===== src/design/mcb_cfg.svh =====
`ifndef MCB_CFG_SVH
`define MCB_CFG_SVH

// ----------------------------------------
// Widths and reset values
// ----------------------------------------
`define MCB_PC_W 10
`define MCB_RESET_PC 10'h000
`define MCB_INSTR_W 16
`define MCB_START_W 6
`define MCB_OFS_W 5
`define MCB_SSEL_W 4
`define MCB_STATUS_W 16
`define MCB_NUM_JREGS 2

// ----------------------------------------
// Opcode values
// ----------------------------------------
`define MCB_REL_OP 5'h01
`define MCB_ABS_OP 6'h0f
`define MCB_ABS_TAIL 4'h5

// ----------------------------------------
// Field positions
// ----------------------------------------
`define MCB_REL_OP_HI 15
`define MCB_REL_OP_LO 11
`define MCB_ABS_OP_HI 15
`define MCB_ABS_OP_LO 10
`define MCB_ABS_TAIL_HI 3
`define MCB_ABS_TAIL_LO 0
`define MCB_MASK_HI 10
`define MCB_MASK_LO 5
`define MCB_OFS_HI 4
`define MCB_OFS_LO 0
`define MCB_POL_BIT 9
`define MCB_SSEL_HI 8
`define MCB_SSEL_LO 5
`define MCB_JREG_BIT 4

`endif


===== src/design/mcb_pkg.sv =====
`include "mcb_cfg.svh"

package mcb_pkg;

	typedef enum logic [1:0] {
		mcb_st_boot = 2'b01,
		mcb_st_run = 2'b10
	} mcb_state_e;

	typedef struct packed {
		logic rel_start;
		logic abs_status;
		logic [`MCB_START_W-1:0] start_mask;
		logic [`MCB_OFS_W-1:0] offset;
		logic polarity;
		logic [`MCB_SSEL_W-1:0] status_sel;
		logic jreg_sel;
	} mcb_decode_s;

	typedef struct packed {
		logic taken;
		logic rel_jump;
		logic abs_jump;
	} mcb_branch_s;

endpackage


===== src/design/mcb_branch_unit.sv =====
`timescale 1ns/10ps
`include "mcb_cfg.svh"

// Overview of operation
// (RQ1) Start condition met: relative jump puts next instruction at relative target.
// (RQ2) Offset field is 5-bit two's complement, range -16 to 15.
// (RQ3) Relative target is the jump's own address plus sign-extended offset.
// (RQ4) Start-select is a six-bit mask, start 1 in the lowest bit.
// (RQ5) Relative start jump when bits 15..11 are 00001; mask 10..5, offset 4..0.
// (RQ6) Status condition met: absolute jump loads counter from named jump register.
// (RQ7) Status-select code picks one control/status bit, 0000 is bit 0.
// (RQ8) Polarity 0 needs selected bit zero; polarity 1 needs it one.
// (RQ9) Absolute jump: bits 15..10 001111, 3..0 0101; pol 9, select 8..5, reg 4.
// (RQ10) Register operand picks a jump register; its address may be anywhere.
// (RQ11) Condition not met: counter advances to next sequential instruction only.
module mcb_branch_unit
	import mcb_pkg::*;
#(
	parameter int PC_W = `MCB_PC_W
) (
	input wire logic sys_clk,
	input wire logic resetn,
	input wire logic instr_valid,
	input wire logic [`MCB_INSTR_W-1:0] instr_word,
	input wire logic [`MCB_START_W-1:0] start_latch,
	input wire logic [`MCB_STATUS_W-1:0] core_control_status,
	input wire logic [`MCB_NUM_JREGS-1:0][PC_W-1:0] jump_register_subset,
	output logic [PC_W-1:0] program_counter,
	output mcb_branch_s branch_status,
	output logic [PC_W-1:0] branch_target
);

	// ----------------------------------------
	// Instruction decode
	// ----------------------------------------
	mcb_decode_s dec;
	logic [PC_W-1:0] ofs_ext;
	logic [PC_W-1:0] rel_target;
	logic [PC_W-1:0] abs_target;
	logic [PC_W-1:0] seq_pc;
	logic start_ok;
	logic status_ok;

	always_comb begin
		dec = '0;
		dec.rel_start = instr_word[`MCB_REL_OP_HI:`MCB_REL_OP_LO] == `MCB_REL_OP; // [RQ5]
		dec.abs_status = (instr_word[`MCB_ABS_OP_HI:`MCB_ABS_OP_LO] == `MCB_ABS_OP) // [RQ9]
			&& (instr_word[`MCB_ABS_TAIL_HI:`MCB_ABS_TAIL_LO] == `MCB_ABS_TAIL);
		dec.start_mask = instr_word[`MCB_MASK_HI:`MCB_MASK_LO]; // [RQ5]
		dec.offset = instr_word[`MCB_OFS_HI:`MCB_OFS_LO]; // [RQ5]
		dec.polarity = instr_word[`MCB_POL_BIT]; // [RQ9]
		dec.status_sel = instr_word[`MCB_SSEL_HI:`MCB_SSEL_LO]; // [RQ9]
		dec.jreg_sel = instr_word[`MCB_JREG_BIT]; // [RQ9]
	end

	// Top offset bit is the sign
	assign ofs_ext = {{(PC_W-`MCB_OFS_W){dec.offset[`MCB_OFS_W-1]}}, dec.offset}; // [RQ2]
	// Wraps modulo the Code RAM size, like the counter itself
	assign rel_target = program_counter + ofs_ext; // [RQ3]
	assign seq_pc = program_counter + PC_W'(1);
	// Exact match: mask 000000 means no start may be latched
	assign start_ok = start_latch == dec.start_mask; // [RQ4]
	assign status_ok = core_control_status[dec.status_sel] == dec.polarity; // [RQ7] [RQ8]
	assign abs_target = jump_register_subset[dec.jreg_sel]; // [RQ10]

	// ----------------------------------------
	// Program counter sequencing
	// ----------------------------------------
	mcb_state_e state;
	mcb_state_e next_state;
	logic [PC_W-1:0] next_program_counter;
	mcb_branch_s next_branch_status;
	logic [PC_W-1:0] next_branch_target;

	always_comb begin
		next_state = state;
		next_program_counter = program_counter;
		next_branch_status = '0;
		next_branch_target = branch_target;
		case (state)
			mcb_st_boot: begin
				// One idle cycle so fetch sees the reset address first
				next_program_counter = PC_W'(`MCB_RESET_PC);
				next_branch_target = PC_W'(`MCB_RESET_PC);
				next_state = mcb_st_run;
			end
			mcb_st_run: begin
				if (instr_valid) begin
					if (dec.rel_start && start_ok) begin
						next_program_counter = rel_target; // [RQ1] [RQ3]
						next_branch_target = rel_target;
						next_branch_status.taken = 1'b1;
						next_branch_status.rel_jump = 1'b1;
					end else if (dec.abs_status && status_ok) begin
						next_program_counter = abs_target; // [RQ6] [RQ10]
						next_branch_target = abs_target;
						next_branch_status.taken = 1'b1;
						next_branch_status.abs_jump = 1'b1;
					end else begin
						// Unmet condition and every other opcode fall through
						next_program_counter = seq_pc; // [RQ11]
					end
				end
			end
			default: begin
				next_state = mcb_st_boot;
				next_program_counter = PC_W'(`MCB_RESET_PC);
			end
		endcase
	end

	always_ff @(posedge sys_clk) begin
		if (!resetn) begin
			state <= mcb_st_boot;
			program_counter <= PC_W'(`MCB_RESET_PC);
			branch_status <= '0;
			branch_target <= PC_W'(`MCB_RESET_PC);
		end else begin
			state <= next_state;
			program_counter <= next_program_counter;
			branch_status <= next_branch_status;
			branch_target <= next_branch_target;
		end
	end

	logic accept;
	assign accept = instr_valid && (state == mcb_st_run);
	// Expected offset built apart from the decode path
	logic [PC_W-1:0] chk_ofs;
	assign chk_ofs = PC_W'($signed(instr_word[`MCB_OFS_HI:`MCB_OFS_LO]));
endmodule


===== config.mk =====
export PLATFORM = sky130hd
export DESIGN_NAME = mcb_branch_unit
export DESIGN_NICKNAME = d
export VERILOG_FILES = /design/src/design/mcb_pkg.sv /design/src/design/mcb_branch_unit.sv
export VERILOG_INCLUDE_DIRS = /design/src /design/src/design
export SDC_FILE = /design/constraint.sdc
export NUM_CORES = 1
export LEC_CHECK = 0
export BUFFER_PORTS_ARGS = -buffer_cell sky130_fd_sc_hd__buf_2
export CAP_MARGIN = 15
export CORE_MARGIN = 2
export CORE_UTILIZATION = 30
export DETAILED_ROUTE_END_ITERATION = 10
export MAX_ROUTING_LAYER = met4
export PLACE_DENSITY = 0.51
export SETUP_SLACK_MARGIN = 0.4
export SYNTH_ARGS = -nofsm -noshare
export SYNTH_HDL_FRONTEND = slang
export SYNTH_SLANG_ARGS = --single-unit

===== constraint.sdc =====
create_clock -name sys_clk -period 2.65 [get_ports sys_clk]
set_input_delay 0.265 -clock sys_clk [delete_from_list [all_inputs] [get_ports sys_clk]]
set_output_delay 0.265 -clock sys_clk [all_outputs]
set_load 0.01 [all_outputs]

==> results.yml <==
logic_synthesis:
  synth_seq_area_share: 0.229
  synth_fa_ha_area_frac: 0.0664
  synth.mux.area_fraction: 0.172
  ys_types: 55
  synth_area_leaders: "dfxtp_1, mux2i_1, xnor2_1"
  syn_nets: 321
  yosysTopAreaCell: "dfxtp_1"
  syn_area_mm2: 0.00219
  synthFlopType: "dfxtp_1"
  synthSimpleGateAreaFrac: 0.205
  ys.warnings.count: 0
  synth_commonest_cells: "dfxtp_1, mux2i_1, nand2_1"
  yosysMostFrequentCell: "dfxtp_1"
  async_reset_ff_frac: 0
  postSynthCellCount: 249
  synth_compound_area_frac: 0.207
  synth_top_family_by_area: "compound AO/OA/AOI/OAI gates"
  synth_top_area_frac: 0.229
  synth_xor_area_frac: 0.0967
  synth_edf_count: 0
  syn_avg_cell_area_um2: 8.78
  synth_seq_cells: 25
drt:
  wl_per_cell_um: 15.6
  drc: 0
  finalWirelength_um: 6780
  ant_nets: 0
  drtIter0Drc: 114
  drtPass1Iterations: 4
  num_vias: 2231
  vias_per_cell: 5.12
finish:
  n_antenna_cell: 0
  fin_nets: 410
  areaGrowthSynthToFinish_pct: 29.5
  drive_gt1_frac: 0.359
  design_area_mm2: 0.00283
worst_setup_path:
  r2r-end: "program_counter[8]"
  crit_fanout: 6
  crit_path_start_kind: "primary input"
  path_class: "in -> reg"
  cp-end-kind: "register"
  crit_arrival_ns: 2.36
  cp_num_buf_inv: 1
  cp_slowest_stage_delay_ns: 0.55
  crit_path_end: "branch_target[0]"
  crit_start: "instr_word[7]"
  reg2regPathDepth: 8
  crit_chain: "buf_4, mux4_2, mux4_2, xnor2_4, nand2_2, a21oi_4, mux2_4"
  ff2ff_setup_slack_ns: 0.49
  cp_slowest_cell: "mux4_2"
  worstReg2RegStart: "program_counter[0]"
  critical_path.top_delay_family: "multiplexers"
  cp.depth: 7
  worstPathRequired_ns: 2.82
  crit_top_cell: "mux4_2"
cts:
  insertion_delay_ns: 0.27
  holdBufCountCts: 0
  cts_buffers: 3
  post-cts-setup-buffers: 0
  cts_root_buf: "clkbuf_8"
  cts_tree: "done"
  cts_max_level: 1
  cts_buffer_depth: 2
  cts.sinks: 25
  clkSlewWorstSetupHoldPaths_ns: 0.09
sta:
  hold_ws_ns: 0.299
  rsz0062_at_grt: "yes"
  period_share: 0.827
  worstMarginPinSlew_ns: 0.533
  slew_headroom: 0.642
  hold_violations: 0
  fin_ws_ns: 0.460
  setup_viol: 0
  slew_viol_final: 0
  max_freq_mhz: 457
  skew_ns: 0.00726
  setup-tns-final_ns: 0
  finalCriticalPeriod_ns: 2.19
outcome:
  outcome: "completed"
place:
  place_area_mm2: 0.00277
  place_hpwl_um: 5550
  dp_slack_ns: 0.101
  io_buffer_count: 83
  gp_congestion: 0.817
run:
  drv_cap: 0
floorplan:
  pin_count: 84
  start_util: 0.306
  dieArea_mm2: 0.00799
  core_mm2: 0.00714
  die_w_um: 89.4
  die_y_um: 89.4
  rows: 31
global_routing:
  grt_start_max_net_pins: 27
  track_usage: 0.181
  grt_first_pass_wirelength_um: 10900
  grt-ovfl-total: 0
  grt_pass1_vias: 2174
  grt_antenna_before_repair: 0
pwr:
  power_density_mw_per_mm2: 296
  leakage_nw: 1.27
  ir_worst_vdd_v: 0.000145
worst_hold_path:
  hold_class: "in -> reg"
## how the worst min path moves through the flow
stage	endpoint	cells after the start	start	slack (ns)
finish	branch_target[2]	2	resetn	0.30
global route	branch_target[2]	2	resetn	0.31
CTS	branch_target[2]	2	resetn	0.30
detailed placement	branch_target[9]	1	branch_target[9]	0.45
global placement	branch_target[4]	2	branch_target[4]	0.45
floorplan	branch_status[2]	2	instr_valid	0.43
## sequential cells by signal, summed over array words and instances, names as in the netlist
name             flops
branch_status        3
branch_target       10
state                2
program_counter     10
## cells by family after synthesis
| group | Yosys count |
|---|---|
| and+or+nand+nor | 81 |
| AOI/OAI and AO/OA | 68 |
| muxes | 30 |
| DFF | 25 |
| xor gates and xnor gates | 22 |
| buffers and inverters | 12 |
| adders and majority gates | 11 |
## stage by stage
stage / power [mW] / util / cells
after floorplan: 0.532 / - / 249
after global placement: 0.619 / 0.388 / 432
after detailed placement: 0.620 / 0.388 / 432
after CTS: 0.846 / 0.395 / 436
after global routing: 0.886 / 0.397 / 436
final: 0.839 / 0.397 / 436
## area by class of cell
class	count	area (um2)
Clock buffer	4	45.0
Sequential cell	25	500
Inverter	3	11.3
Timing Repair Buffer	93	493
Fill cell	770	4310
Tap cell	99	124
Multi-Input combinational cell	212	1660
## per-layer routing
metal	wire, um	track usage	share of wire
met3	312	0.0148	0.046
met5	0	-	0
met2	3190	0.296	0.47
met1	3220	0.246	0.47
met4	68	0.0353	0.010
## power by group
part / switching, mW / internal (mW) / total, mW / leakage [nW]
Clock: 0.119 / 0.108 / 0.226 / 0.0228
Combinational: 0.117 / 0.109 / 0.226 / 1.05
Sequential: 0.00510 / 0.381 / 0.387 / 0.202
## cells in the final DEF, fill, tap and decap left out, drive strengths merged, types with 11 or more instances in the layout
cell   netlist  routed
dfxtp       25      25
nand3       11      11
nand2       20      20
a21oi       14      14
buf          3      93
mux2i       18      18
o21ai       17      17
xnor2       16      16
nor2        13      13
## timing repair
action | CTS | global route
endpoints found under the hold margin | 0 | 0
gates resized for setup | 3 | 3
setup endpoints to repair | 2 | 9
pin swaps | 0 | 2
No activity file was read; power rests on OpenSTA's default activity.
